<file path="config.mk">
export PLATFORM = sky130hd
export DESIGN_NAME = basic_watchdog
export DESIGN_NICKNAME = d
export VERILOG_FILES = /design/src/include/basic_watchdog_pkg.sv /design/src/include/wdog_src_if.sv /design/src/hw/count_source.sv /design/src/hw/sticky_irq.sv /design/src/hw/basic_watchdog.sv
export VERILOG_INCLUDE_DIRS = /design/src /design/src/include
export SDC_FILE = /design/constraint.sdc
export NUM_CORES = 1
export LEC_CHECK = 0
export ABC_AREA = 0
export BUFFER_PORTS_ARGS = -buffer_cell sky130_fd_sc_hd__buf_4
export CAP_MARGIN = 20
export CORE_ASPECT_RATIO = 1.1
export CORE_MARGIN = 1.5
export CORE_UTILIZATION = 44
export CTS_CLUSTER_DIAMETER = 150
export DETAILED_ROUTE_END_ITERATION = 7
export GPL_TIMING_DRIVEN = 0
export PLACE_DENSITY = 0.75
export SLEW_MARGIN = 20
export SYNTH_ARGS = -nofsm -noshare
export SYNTH_HDL_FRONTEND = slang
export SYNTH_SLANG_ARGS = --single-unit
export TNS_END_PERCENT = 30
</file>
<file path="constraint.sdc">
create_clock -name i_clk -period 3.1 [get_ports i_clk]
set_input_delay 0.465 -clock i_clk [delete_from_list [all_inputs] [get_ports i_clk]]
set_output_delay 0.465 -clock i_clk [all_outputs]
set_load 0.02 [all_outputs]
</file>
<file path="src/include/basic_watchdog_consts.svh">
// Constants for the basic watchdog: offsets, field positions, reset values.
// Assumes inclusion by bare name from every file that needs them.
`ifndef BASIC_WATCHDOG_CONSTS_SVH
`define BASIC_WATCHDOG_CONSTS_SVH

`define WDG_ADDR_W       8
`define WDG_DATA_W       32
`define WDG_DIV_W        16
`define WDG_IRQ_W        3

`define OFS_CTRL         8'h00
`define OFS_EXPIRE       8'h04
`define OFS_DEFER        8'h08
`define OFS_COUNT        8'h0C
`define OFS_STATUS       8'h10
`define OFS_IRQ_STATUS   8'h14
`define OFS_IRQ_MASK     8'h18
`define OFS_TICK_DIV     8'h1C

`define CTRL_EN_BIT      0
`define CTRL_SRC_BIT     1
`define CTRL_TAMP_BIT    2

`define STAT_EN_BIT      0
`define STAT_ATTN_BIT    1
`define STAT_TAMP_BIT    2
`define STAT_STATE_LSB   4
`define STAT_STATE_MSB   5

`define IRQ_EXP_BIT      0
`define IRQ_TAMP_BIT     1
`define IRQ_INIT_BIT     2

`define DEF_ENABLE       1'b0
`define DEF_EXPIRE       32'h0001_0000
`define DEF_DIV          16'h007C
`define DEF_TAMP_EN      1'b1
`define ZERO_COUNT       32'h0000_0000
`define ONE_COUNT        32'h0000_0001
`define ZERO_WORD        32'h0000_0000
`define ZERO_DIV         16'h0000
`define ONE_DIV          16'h0001
`define ZERO_IRQ         3'h0

`endif

</file>
<file path="src/include/basic_watchdog_pkg.sv">
// Types shared by the watchdog modules.
// Assumes the constants header is compiled alongside.
package basic_watchdog_pkg;
    typedef enum logic [1:0] {ST_DISABLED, ST_COUNTING, ST_EXPIRED} wdg_state_t;
    typedef enum logic {SRC_TICK, SRC_EVENT} src_sel_t;
endpackage

</file>
<file path="src/include/wdog_src_if.sv">
// Carrier between the watchdog core and its count source.
// Assumes both ends run on the same clock.
`timescale 1ns/1ns
`default_nettype none
`include "basic_watchdog_consts.svh"
interface wdog_src_if;
    import basic_watchdog_pkg::*;
    logic [`WDG_DIV_W-1:0] div;
    src_sel_t              sel;
    logic                  run;
    logic                  restart;
    logic                  step;
    modport ctrl (output div, output sel, output run, output restart, input step);
    modport src  (input div, input sel, input run, input restart, output step);
endinterface
`default_nettype wire

</file>
<file path="src/hw/count_source.sv">
// Count source: internal tick prescaler or external event edges.
// Assumes i_event is synchronous to i_clk.
`timescale 1ns/1ns
`default_nettype none
`include "basic_watchdog_consts.svh"
module count_source (
    input  wire logic  i_clk,
    input  wire logic  i_resetn,
    input  wire logic  i_event,
    wdog_src_if.src    src
);
    import basic_watchdog_pkg::*;

    logic [`WDG_DIV_W-1:0] pre_r;
    logic [`WDG_DIV_W-1:0] pre_nxt;
    logic                  ev_prev_r;
    logic                  step_r;
    logic                  step_nxt;
    wire                   tick_due = (pre_r >= src.div);
    wire                   ev_rise  = i_event & ~ev_prev_r;
    wire                   use_tick = (src.sel == SRC_TICK);

    // Restart realigns the prescaler so a deferral grants a full tick
    assign pre_nxt  = (src.restart | ~src.run | tick_due) ? `ZERO_DIV
                                                          : pre_r + `ONE_DIV;
    assign step_nxt = src.run & ~src.restart & (use_tick ? tick_due : ev_rise);
    assign src.step = step_r;

    always_ff @(posedge i_clk) begin
        if (!i_resetn) begin
            pre_r     <= `ZERO_DIV;
            ev_prev_r <= 1'b0;
            step_r    <= 1'b0;
        end else begin
            pre_r     <= pre_nxt;
            ev_prev_r <= i_event;
            step_r    <= step_nxt;
        end
    end
endmodule
`default_nettype wire

</file>
<file path="src/hw/sticky_irq.sv">
// Sticky interrupt status with write-one-to-clear and a mask.
// Assumes set and clear arrive as one-cycle pulses.
`timescale 1ns/1ns
`default_nettype none
`include "basic_watchdog_consts.svh"
module sticky_irq (
    input  wire logic                  i_clk,
    input  wire logic                  i_resetn,
    input  wire logic [`WDG_IRQ_W-1:0] i_set,
    input  wire logic [`WDG_IRQ_W-1:0] i_clr,
    input  wire logic                  i_mask_we,
    input  wire logic [`WDG_IRQ_W-1:0] i_mask_wdata,
    output logic      [`WDG_IRQ_W-1:0] o_status,
    output logic      [`WDG_IRQ_W-1:0] o_mask,
    output logic                       o_irq
);
    logic [`WDG_IRQ_W-1:0] status_r;
    logic [`WDG_IRQ_W-1:0] mask_r;

    // Set wins over a clear in the same cycle
    wire [`WDG_IRQ_W-1:0] status_nxt = (status_r & ~i_clr) | i_set;

    always_ff @(posedge i_clk) begin
        if (!i_resetn) begin
            status_r <= `ZERO_IRQ;
            mask_r   <= `ZERO_IRQ;
        end else begin
            status_r <= status_nxt;
            if (i_mask_we) begin
                mask_r <= i_mask_wdata;
            end
        end
    end

    assign o_status = status_r;
    assign o_mask   = mask_r;
    assign o_irq    = |(status_r & mask_r);
endmodule
`default_nettype wire

</file>
<file path="src/hw/basic_watchdog.sv">
// Basic watchdog counter core with register port and attention output.
// Assumes all inputs synchronous to i_clk; i_init is a trusted source.
//
// Design decisions made here: the strobed register port and the address map.
`timescale 1ns/1ns
`default_nettype none
`include "basic_watchdog_consts.svh"
module basic_watchdog (
    input  wire logic                  i_clk,
    input  wire logic                  i_resetn,
    input  wire logic [`WDG_ADDR_W-1:0] i_addr,
    input  wire logic [`WDG_DATA_W-1:0] i_wdata,
    input  wire logic                  i_we,
    input  wire logic                  i_re,
    output logic      [`WDG_DATA_W-1:0] o_rdata,
    input  wire logic                  i_init,
    input  wire logic                  i_event,
    input  wire logic                  i_tamper,
    output logic                       o_attention,
    output logic                       o_irq
);
    import basic_watchdog_pkg::*;

    function automatic logic addr_is(input logic [`WDG_ADDR_W-1:0] a,
                                     input logic [`WDG_ADDR_W-1:0] ofs);
        addr_is = (a == ofs);
    endfunction

    function automatic logic reached(input logic [`WDG_DATA_W-1:0] cnt,
                                     input logic [`WDG_DATA_W-1:0] lim);
        // Greater-or-equal so a lowered limit still expires
        reached = (cnt >= lim);
    endfunction

    wdog_src_if src_bus ();

    // Register state
    wdg_state_t            state_r;
    wdg_state_t            state_nxt;
    logic [`WDG_DATA_W-1:0] count_r;
    logic [`WDG_DATA_W-1:0] count_nxt;
    logic [`WDG_DATA_W-1:0] expire_r;
    logic [`WDG_DATA_W-1:0] expire_nxt;
    src_sel_t              src_sel_r;
    src_sel_t              src_sel_nxt;
    logic                  tamp_en_r;
    logic                  tamp_en_nxt;
    logic                  tamper_r;
    logic                  tamper_nxt;
    logic [`WDG_DIV_W-1:0]  div_r;
    logic [`WDG_DIV_W-1:0]  div_nxt;
    logic [`WDG_DATA_W-1:0] rdata_r;
    logic [`WDG_DATA_W-1:0] rdata_nxt;

    // Address decode
    wire wr_ctrl    = i_we & addr_is(i_addr, `OFS_CTRL);
    wire wr_expire  = i_we & addr_is(i_addr, `OFS_EXPIRE);
    wire wr_defer   = i_we & addr_is(i_addr, `OFS_DEFER);
    wire wr_irq_st  = i_we & addr_is(i_addr, `OFS_IRQ_STATUS);
    wire wr_irq_msk = i_we & addr_is(i_addr, `OFS_IRQ_MASK);
    wire wr_div     = i_we & addr_is(i_addr, `OFS_TICK_DIV);

    wire rd_ctrl    = addr_is(i_addr, `OFS_CTRL);
    wire rd_expire  = addr_is(i_addr, `OFS_EXPIRE);
    wire rd_count   = addr_is(i_addr, `OFS_COUNT);
    wire rd_status  = addr_is(i_addr, `OFS_STATUS);
    wire rd_irq_st  = addr_is(i_addr, `OFS_IRQ_STATUS);
    wire rd_irq_msk = addr_is(i_addr, `OFS_IRQ_MASK);
    wire rd_div     = addr_is(i_addr, `OFS_TICK_DIV);

    // Control fields carried by a write
    wire w_enable   = i_wdata[`CTRL_EN_BIT];
    wire w_src      = i_wdata[`CTRL_SRC_BIT];
    wire w_tamp_en  = i_wdata[`CTRL_TAMP_BIT];

    // Derived status
    wire enabled    = (state_r != ST_DISABLED);
    wire counting   = (state_r == ST_COUNTING);
    wire expired    = (state_r == ST_EXPIRED);
    wire at_limit   = reached(count_r, expire_r);
    wire step       = src_bus.step;

    wire do_enable  = wr_ctrl & w_enable & ~enabled;
    wire do_disable = wr_ctrl & ~w_enable & enabled;
    wire do_defer   = wr_defer & enabled;
    wire do_reload  = wr_expire & enabled;
    wire hit        = counting & at_limit & ~do_defer & ~do_reload & ~do_disable;
    wire tamp_now   = enabled & tamp_en_r & i_tamper;
    wire tamp_event = tamp_now & ~tamper_r;

    // Next state
    always_comb begin
        state_nxt = state_r;
        case (state_r)
            ST_DISABLED: begin
                if (do_enable) begin
                    state_nxt = ST_COUNTING;
                end
            end
            ST_COUNTING: begin
                if (do_disable) begin
                    state_nxt = ST_DISABLED;
                end else if (hit) begin
                    state_nxt = ST_EXPIRED;
                end
            end
            ST_EXPIRED: begin
                if (do_disable) begin
                    state_nxt = ST_DISABLED;
                end else if (do_defer | do_reload) begin
                    state_nxt = ST_COUNTING;
                end
            end
            default: begin
                state_nxt = ST_DISABLED;
            end
        endcase
        if (i_init) begin
            state_nxt = `DEF_ENABLE ? ST_COUNTING : ST_DISABLED;
        end
    end

    // Count: restarts on enable or deferral, freezes at expiry
    always_comb begin
        count_nxt = count_r;
        if (i_init) begin
            count_nxt = `ZERO_COUNT;
        end else if (do_enable | do_defer) begin
            count_nxt = `ZERO_COUNT;
        end else if (counting & step & ~at_limit & ~do_disable) begin
            count_nxt = count_r + `ONE_COUNT;
        end
    end

    // Expiry value writable in any state
    always_comb begin
        expire_nxt = expire_r;
        if (i_init) begin
            expire_nxt = `DEF_EXPIRE;
        end else if (wr_expire) begin
            expire_nxt = i_wdata;
        end
    end

    // Source and divider frozen while enabled, so software
    // cannot stretch a running count by swapping its source
    always_comb begin
        src_sel_nxt = src_sel_r;
        tamp_en_nxt = tamp_en_r;
        div_nxt     = div_r;
        if (i_init) begin
            src_sel_nxt = SRC_TICK;
            tamp_en_nxt = `DEF_TAMP_EN;
            div_nxt     = `DEF_DIV;
        end else if (~enabled) begin
            if (wr_ctrl) begin
                src_sel_nxt = w_src ? SRC_EVENT : SRC_TICK;
                tamp_en_nxt = w_tamp_en;
            end
            if (wr_div) begin
                div_nxt = i_wdata[`WDG_DIV_W-1:0];
            end
        end
    end

    // Tamper latch holds attention until initialize or disable
    always_comb begin
        tamper_nxt = tamper_r;
        if (i_init | do_disable) begin
            tamper_nxt = 1'b0;
        end else if (tamp_now) begin
            tamper_nxt = 1'b1;
        end
    end

    always_ff @(posedge i_clk) begin
        if (!i_resetn) begin
            state_r <= ST_DISABLED;
            count_r <= `ZERO_COUNT;
        end else begin
            state_r <= state_nxt;
            count_r <= count_nxt;
        end
    end

    always_ff @(posedge i_clk) begin
        if (!i_resetn) begin
            expire_r  <= `DEF_EXPIRE;
            src_sel_r <= SRC_TICK;
            tamp_en_r <= `DEF_TAMP_EN;
            div_r     <= `DEF_DIV;
            tamper_r  <= 1'b0;
        end else begin
            expire_r  <= expire_nxt;
            src_sel_r <= src_sel_nxt;
            tamp_en_r <= tamp_en_nxt;
            div_r     <= div_nxt;
            tamper_r  <= tamper_nxt;
        end
    end

    // Count source
    assign src_bus.div     = div_r;
    assign src_bus.sel     = src_sel_r;
    assign src_bus.run     = counting;
    assign src_bus.restart = i_init | do_enable | do_defer;

    count_source u_source (
        .i_clk    (i_clk),
        .i_resetn (i_resetn),
        .i_event  (i_event),
        .src      (src_bus.src)
    );

    // Attention: gated by enable in every term
    assign o_attention = enabled & (expired | tamper_r | tamp_now);

    // Interrupts
    logic [`WDG_IRQ_W-1:0] irq_set;
    logic [`WDG_IRQ_W-1:0] irq_clr;
    logic [`WDG_IRQ_W-1:0] irq_status;
    logic [`WDG_IRQ_W-1:0] irq_mask;

    always_comb begin
        irq_set                = `ZERO_IRQ;
        irq_set[`IRQ_EXP_BIT]  = hit;
        irq_set[`IRQ_TAMP_BIT] = tamp_event;
        irq_set[`IRQ_INIT_BIT] = i_init;
    end

    assign irq_clr = wr_irq_st ? i_wdata[`WDG_IRQ_W-1:0] : `ZERO_IRQ;

    sticky_irq u_irq (
        .i_clk        (i_clk),
        .i_resetn     (i_resetn),
        .i_set        (irq_set),
        .i_clr        (irq_clr),
        .i_mask_we    (wr_irq_msk),
        .i_mask_wdata (i_wdata[`WDG_IRQ_W-1:0]),
        .o_status     (irq_status),
        .o_mask       (irq_mask),
        .o_irq        (o_irq)
    );

    // Readback of all visible state
    logic [`WDG_DATA_W-1:0] ctrl_word;
    logic [`WDG_DATA_W-1:0] status_word;

    always_comb begin
        ctrl_word                  = `ZERO_WORD;
        ctrl_word[`CTRL_EN_BIT]    = enabled;
        ctrl_word[`CTRL_SRC_BIT]   = (src_sel_r == SRC_EVENT);
        ctrl_word[`CTRL_TAMP_BIT]  = tamp_en_r;
    end

    always_comb begin
        status_word                 = `ZERO_WORD;
        status_word[`STAT_EN_BIT]   = enabled;
        status_word[`STAT_ATTN_BIT] = o_attention;
        status_word[`STAT_TAMP_BIT] = tamper_r;
        status_word[`STAT_STATE_MSB:`STAT_STATE_LSB] = state_r;
    end

    always_comb begin
        rdata_nxt = `ZERO_WORD;
        if (i_re) begin
            if (rd_ctrl) begin
                rdata_nxt = ctrl_word;
            end else if (rd_expire) begin
                rdata_nxt = expire_r;
            end else if (rd_count) begin
                rdata_nxt = count_r;
            end else if (rd_status) begin
                rdata_nxt = status_word;
            end else if (rd_irq_st) begin
                rdata_nxt[`WDG_IRQ_W-1:0] = irq_status;
            end else if (rd_irq_msk) begin
                rdata_nxt[`WDG_IRQ_W-1:0] = irq_mask;
            end else if (rd_div) begin
                rdata_nxt[`WDG_DIV_W-1:0] = div_r;
            end
        end
    end

    // Read data stand only in the cycle after the strobe
    always_ff @(posedge i_clk) begin
        if (!i_resetn) begin
            rdata_r <= `ZERO_WORD;
        end else begin
            rdata_r <= rdata_nxt;
        end
    end

    assign o_rdata = rdata_r;
endmodule
`default_nettype wire

</file>
==> results by group, run 1 <==
Clock network
  • Worst-case clock buffer depth: 2
  • Htree depth: 4
  • Clock tree from TritonCTS: done
  • Count of cells resized by post-cts repair: 0
  • Setup Buffers After CTS: 0
  • Insertion delay to the later sink of the worst-skew pair: ~420 ps
  • Register clock-pin slew on the reported worst setup and hold paths: approximately 60 ps
  • Hold Buf Count CTS: 0
  • Cts bufs inserted: 17
  • Root buffer selected by CTS: clkbuf_16
  • Number of clock sinks seen by CTS: between 100 and 150

Timing
  • Minimum period implied by the final worst setup slack: between 2000 and 3000 ps
  • Worst clock skew: 8.00 ps
  • Max-slew violation total from the final report: 0
  • Top achievable clock speed: between 0.3 and 0.4 GHz
  • Setup Total Neg Slack: 0 ps
  • Period Utilization, post-route: 93.5%
  • Number of hold violations in the final report: 0
  • Relative slew slack: between 40% and 50%
  • Endpoints failing setup: 0
  • Worst-Margin Slew: about 870 ps
  • Setup repair after global routing missed its margin: false

Synth
  • Post-synth design cell area: a little under 7000 um^2
  • Per-instance average area after synthesis: about 8.2 um^2
  • Top cell type by total area after synthesis: dfxtp_1
  • Proportion of synthesized chip area in sequential cells: 40.6%
  • Async set or reset register ratio after synthesis: 0%
  • Synth Flop Type: dfxtp_1
  • Synthesized flop and latch total: around 140
  • Most area-consuming cells after synthesis: dfxtp_1 (41%), ha_1 (9.0%), nand2_1 (7.1%)
  • Synthesized netlist net count: 944
  • Yosys warning total: 0
  • Portion of synthesized cell area occupied by the leading cell type: approximately two fifths
  • Gate Count Post-Synth: about 850
  • Number of enable flip-flop cells after synthesis: 0
  • Netlist cell types: between 50 and 60

Final layout
  • Area growth from synthesis to final layout: 20.5%
  • Ratio of cells with drive above 1 in the final layout: 12.7%
  • Count of fill cells added during filler insertion: 1427
  • Number of antenna repair diodes: 0
  • Final net count: roughly 1000

Placement
  • Count of input and output buffers: 79
  • Placer Congestion: just under 0.9
  • HPWL Detailed: 13600 um

Pwr
  • Final total power: ~3.9 mW
  • Power per standard cell area: around 460 nW/um^2
  • Maximum vdd ir drop: between 300 and 400 uV
  • Leakage power total: between 3 and 4 nW

Die
  • Die height: between 100 and 150 um
  • Row count: 48
  • Die Footprint: around 17000 um^2
  • Initial cell density of the core: about 45%
  • Core region area: about 16000 um^2
  • # IOs: 81
  • Die Wd: about 120 um

Routing
  • WL/cell: roughly 16 um
  • Wire length reported by the detailed router: 18000 um
  • DRC errors left: 0
  • Pre-antenna DRT Iters: 7
  • Vias per Instance: roughly 5.5
  • Initial drt markers: 595
  • DRT antenna net count: 0
  • Total number of vias: 6386

Outcome
  • Status: complete, no violations

Setup path
  • Capturing element type of the critical path: register
  • Family with the most delay on the worst path: compound AO/OA/AOI/OAI gates
  • WP data required: ~3500 ps
  • Sort of element at the start of the critical path: register
  • Buffers & Inverters on Critical Path: 2
  • Worst Setup Path Type: reg2reg
  • Maximum net fanout on the critical path: 10
  • Slowest stage cell, crit path: or4_1
  • Cells along the critical path: inv_1 -> ha_1 -> nand2b_4 -> a2111oi_4 -> o32ai_1 -> o41a_1 -> buf_6 -> or2_4 -> or4_1 -> a21oi_1
  • Slowest stage delay, CP: between 400 and 500 ps
  • Worst endpoint data arrival time: about 3300 ps

Global routing
  • Total global routing track utilization: about 23%
  • Largest net degree at the start of global routing: 17
  • Total gr overflow: 0
  • Via count of the first global-routing pass: roughly 6000
  • Initial antenna violation count: 0
  • Global-route wire length before repair: a little under 30000 um

Job
  • Number of violations of the max-capacitance limit: 0

Min path
  • Worst Hold Class: in2reg
[final timing paths]
path	startpoint	endpoint	slack (ps)	depth (start not counted)
worst max-delay path	count_r[0]	count_r[24]	200	10
worst min-delay path	i_event	u_source.ev_prev_r	270	2
worst max register to register	count_r[0]	count_r[24]	200	10
worst min register to register	expire_r[29]	expire_r[29]	470	2
[through the flow]
step	cell area [um^2]	instances	util (%)	setup slack, ps	hold slack (ps)
floorplan	6960	847	-	432	437
global placement	7800	1126	50.2	75.6	459
detailed placement	7800	1126	50.2	45.4	465
CTS	8370	1156	53.8	92.1	256
global route	8390	1156	53.9	65.2	272
finish	8390	1156	53.9	201	269
[synthesized netlist by cell type, types with 4 or more instances]
cell type,number
nand4_1,22
and4_1,4
nand2b_1,5
mux2i_1,11
xnor2_1,23
a21o_1,9
a21oi_1,72
and3_1,13
xor2_1,8
nor2b_1,11
o21ai_0,11
a31oi_1,4
inv_1,63
a22oi_1,25
nand3_1,21
ha_1,50
or3_1,5
a222oi_1,13
nand2_1,131
nor3_1,17
o211ai_1,7
dfxtp_1,141
or4_1,4
a221oi_1,4
nor2_1,81
clkbuf_1,39
and2_1,5
nor4_1,8
[routing by layer]
layer,vias up,GRT usage (%),part of all wire (%)
met5,-,0,0
met1,3013,27.5,42
met2,175,39.0,49
li1,3156,-,-
met4,0,9.63,3.1
met3,42,4.77,5.2
[layout by cell type, fill, tap and decap left out, drive strengths merged, types with 9 or more instances in the layout]
cell type,synthesis,routed
nor2,81,81
clkbuf,39,59
nor3,17,17
xnor2,23,23
mux2i,11,11
ha,50,50
a22oi,25,25
a21oi,72,72
a222oi,13,13
dfxtp,141,141
nand3,21,21
o21ai,11,11
a21o,9,9
nor2b,11,11
nand4,22,22
nand2,131,131
and3,13,13
buf,5,84
inv,63,64
[where the power goes]
group	switching [mW]	internal (mW)	leakage, nW
clock network	0.762	1.20	0.276
registers	0.00119	1.81	1.14
logic	0.0673	0.0503	1.68
total	0.830	3.06	3.09
[flip-flops by register name (all words and copies together) (netlist names)]
name and flops:
expire_r 32, u_source.pre_r 16, u_irq.o_status 3, u_irq.o_mask 3, state_r 2, count_r 32, u_source.src.step 1, src_bus.sel 1
u_source.ev_prev_r 1, tamp_en_r 1, div_r 16, tamper_r 1, o_rdata 32
[worst register-to-register path, stage by stage (launching register included)]
cell and delay, ps:
dfxtp_2 380, inv_1 80, ha_1 290, nand2b_4 150
a2111oi_4 360, o32ai_1 140, o41a_1 360, buf_6 160
or2_4 270, or4_1 480, a21oi_1 150
[layout make-up]
type / instances / area, um^2 / share of cell area, %
Buffer: 44 / 183 / 2.18
Clock buffer: 20 / 447 / 5.33
Clock inverter: 10 / 118 / 1.40
Inverter: 63 / 236 / 2.82
Multi-Input combinational cell: 599 / 3730 / 44.5
Sequential cell: 141 / 2820 / 33.7
Tap cell: 200 / 250 / 2.98
Timing Repair Buffer: 79 / 593 / 7.07
[cell families (layout without fill, tap and decap cells)]
| group | after synthesis | after routing | share of synthesized area (%) |
|---|---|---|---|
| XOR/XNOR | 31 | 31 | 3.90 |
| multiplexers | 11 | 11 | 1.58 |
| AND/OR/NAND/NOR | 339 | 339 | 22.8 |
| flip-flops | 141 | 141 | 40.6 |
| AO/OA/AOI/OAI | 168 | 168 | 16.2 |
| adder cells (fa/ha/maj) | 50 | 50 | 8.99 |
| buffers and inverters | 107 | 216 | 6.02 |
(Power assumes the default switching activity.)
==> inputs of run 2 (changes only) <==
--- a/config.mk
+++ b/config.mk
@@ -9,13 +9,15 @@
 export ABC_AREA = 0
 export BUFFER_PORTS_ARGS = -buffer_cell sky130_fd_sc_hd__buf_4
 export CAP_MARGIN = 20
+export CELL_PAD_IN_SITES_DETAIL_PLACEMENT = 0
+export CELL_PAD_IN_SITES_GLOBAL_PLACEMENT = 2
 export CORE_ASPECT_RATIO = 1.1
 export CORE_MARGIN = 1.5
-export CORE_UTILIZATION = 44
+export CORE_UTILIZATION = 35
 export CTS_CLUSTER_DIAMETER = 150
 export DETAILED_ROUTE_END_ITERATION = 7
 export GPL_TIMING_DRIVEN = 0
-export PLACE_DENSITY = 0.75
+export PLACE_DENSITY = 0.92
 export SLEW_MARGIN = 20
 export SYNTH_ARGS = -nofsm -noshare
 export SYNTH_HDL_FRONTEND = slang
==> run 2 against run 1 <==
Sequential share of layout area down 0.36 points. Die area grew 25%. First-iteration DRC count down 29%. Critical path depth decreased by 1. Register-to-register slack worse by 30 ps. Worst setup slack worse by 29 ps. Final cell count increased by 4.2%. Critical endpoint is now count_r[23]. Non-clock buffer count is the same. Sequential cell count unchanged. Sequential power about the same.
==> results by group, run 2 (synthesized netlist as in run 1, its figures left out) <==
Outcome
  • Status: complete, no violations

Final layout
  • FF/Latch Area: 2820 um^2 (unchanged)
  • Total area of multi-input combinational cells: 3730 um^2 (-0.13%)
  • Final cell utilization of the core: 43.9% (-10 points)
  • Final net count: 1042 (unchanged)
  • Most common cell after layout, fill and taps aside: dfxtp_1
  • Ratio of cells with drive above 1 in the final layout: 12.7% (+0.078 points)
  • Number of antenna repair diodes: 0 (unchanged)
  • Commonest non-fill, non-tap cells in the layout: dfxtp_1 (140), nand2_1 (131), nor2_1 (81), buf_4 (79), a21oi_1 (72)
  • Count of fill cells added during filler insertion: 1976 (+38%)
  • Post-Layout Cell Count: 1205 (+4.2%)
  • Area growth from synthesis to final layout: 21.8%
  • Final Instance Area: 8480 um^2 (+1.1%)

Setup path
  • Worst Setup Path Type: reg2reg
  • Most common cell type on the critical path: a21oi_1
  • Cells along the critical path: ha_1 -> a21oi_1 -> o21ai_0 -> a22oi_1 -> nand3_2 -> or2_1 -> buf_6 -> or4_1 -> a21oi_1
  • Slowest stage delay, CP: 500 ps (+20 ps)
  • Buffers & Inverters on Critical Path: 1 (-1)
  • WP data required: 3450 ps (about the same)
  • Sort of element at the start of the critical path: register
  • Slowest stage cell, crit path: or4_1
  • Worst endpoint data arrival time: 3280 ps (+30 ps)
  • Maximum net fanout on the critical path: 8 (-2)
  • Capturing element type of the critical path: register
  • Family with the most delay on the worst path: simple AND/OR/NAND/NOR gates

Die
  • Row count: 53 (+10%)
  • Core region area: 19300 um^2 (+24%)
  • Die Wd: 137 um (+12%)
  • Die Footprint: 20700 um^2 (+25%)
  • Initial cell density of the core: 36.1% (-8.7 points)
  • Die height: 151 um (+12%)
  • # IOs: 81 (unchanged)

Pwr
  • Maximum vdd ir drop: 377 uV (+6.9%)
  • Power per standard cell area: 475 nW/um^2 (+2.4%)
  • Leakage power total: 3.10 nW (+0.41%)
  • Final total power: 4.03 mW (+3.6%)

Global routing
  • Global-route wire length before repair: 31900 um (+8.4%)
  • Total global routing track utilization: 20.2% (-2.6 points)
  • Initial antenna violation count: 0 (unchanged)
  • Total gr overflow: 0 (unchanged)
  • Via count of the first global-routing pass: 6118 (+1.9%)
  • Largest net degree at the start of global routing: 17 (unchanged)

Routing
  • Initial drt markers: 420 (-29%)
  • Pre-antenna DRT Iters: 5 (-2)
  • WL/cell: 16.3 um (+4.6%)
  • Wire length reported by the detailed router: 19600 um (+9.1%)
  • DRC errors left: 0 (unchanged)
  • DRT antenna net count: 0 (unchanged)
  • Vias per Instance: 5.20 (-5.9%)
  • Total number of vias: 6262 (-1.9%)

Clock network
  • Hold Buf Count CTS: 0 (unchanged)
  • Insertion delay to the later sink of the worst-skew pair: 430 ps (about the same)
  • Cts bufs inserted: 17 (unchanged)
  • Number of clock sinks seen by CTS: 141 (unchanged)
  • Htree depth: 4 (unchanged)
  • Clock tree from TritonCTS: done
  • Worst-case clock buffer depth: 2 (unchanged)
  • Register clock-pin slew on the reported worst setup and hold paths: 60 ps (about the same)
  • Root buffer selected by CTS: clkbuf_16

Timing
  • Period Utilization, post-route: 94.4% (+0.93 points)
  • Worst-Margin Slew: 832 ps (-38.2 ps)
  • Setup repair after global routing missed its margin: false
  • Top achievable clock speed: 0.342 GHz (-0.98%)
  • Number of hold violations in the final report: 0 (unchanged)
  • Setup Total Neg Slack: 0 ps (unchanged)
  • Final Worst Setup Slack: 172 ps (-28.7 ps)
  • Max-slew violation total from the final report: 0 (unchanged)
  • Minimum period implied by the final worst setup slack: 2930 ps (+28.7 ps)
  • Relative slew slack: 43.8% (+2.6 points)
  • Fin Hold WS: 257 ps (-12.3 ps)
  • Endpoints failing setup: 0 (unchanged)
  • Worst clock skew: 9.44 ps (+1.45 ps)

Placement
  • Count of input and output buffers: 79 (unchanged)
  • HPWL Detailed: 14800 um (+8.8%)
  • Instance area at placement: 7860 um^2 (+0.75%)
  • Placed instance count: 1173 (+4.2%)
  • Worst Setup Slack post-DPL: -143 ps (-188 ps)
  • Placer Congestion: 0.823 (-7.7%)

Min path
  • Worst Hold Class: in2reg

Job
  • Number of violations of the max-capacitance limit: 0 (unchanged)
==> run 2: changes by cell type in the layout (fill, tap and decap cells not counted) <==
cell,change
clkbuf_8,+1
inv_6,-1
nor3_2,-1
clkinv_4,-2
clkinv_2,+1
clkinvlp_4,+2
bufinv_16,+1
nor3_1,+1
==> run 2: power by group <==
group	switching, mW	internal, mW
sequential	0.00143	1.81
clock	0.793	1.30
combinational	0.0690	0.0503
total	0.863	3.17
==> run 2: final timing paths <==
check / startpoint / to / slack (ps) / cells after the start
setup / recovery: count_r[19] / count_r[23] / 170 / 9
hold / removal: i_event / u_source.ev_prev_r / 260 / 2
setup reg to reg: count_r[19] / count_r[23] / 170 / 9
hold reg to reg: expire_r[11] / expire_r[11] / 470 / 2
==> run 2: metal layers <==
metal	GRT usage [%]	wire (um)	up-vias	part of all wire [%]
met5	0	0	-	0
met4	6.53	338	0	1.7
met3	3.25	778	27	4.0
met2	35.0	9700	128	49
met1	25.3	8790	2945	45
li1	-	-	3162	-
==> run 2: final cells by class <==
| cell class | instances | share of cell area, % |
|---|---|---|
| Sequential cell | 141 | 33.3 |
| Clock buffer | 21 | 5.43 |
| Timing Repair Buffer | 79 | 7.00 |
| Multi-Input combinational cell | 599 | 44.0 |
| Inverter | 63 | 2.79 |
| Buffer | 44 | 2.15 |
| Tap cell | 247 | 3.65 |
| Clock inverter | 11 | 1.67 |
==> run 2: repair_timing <==
action / 4_1_cts / 5_1_grt
setup buffers: 0 / 0
setup endpoints to repair: 0 / 8
gates resized for setup: 0 / 3
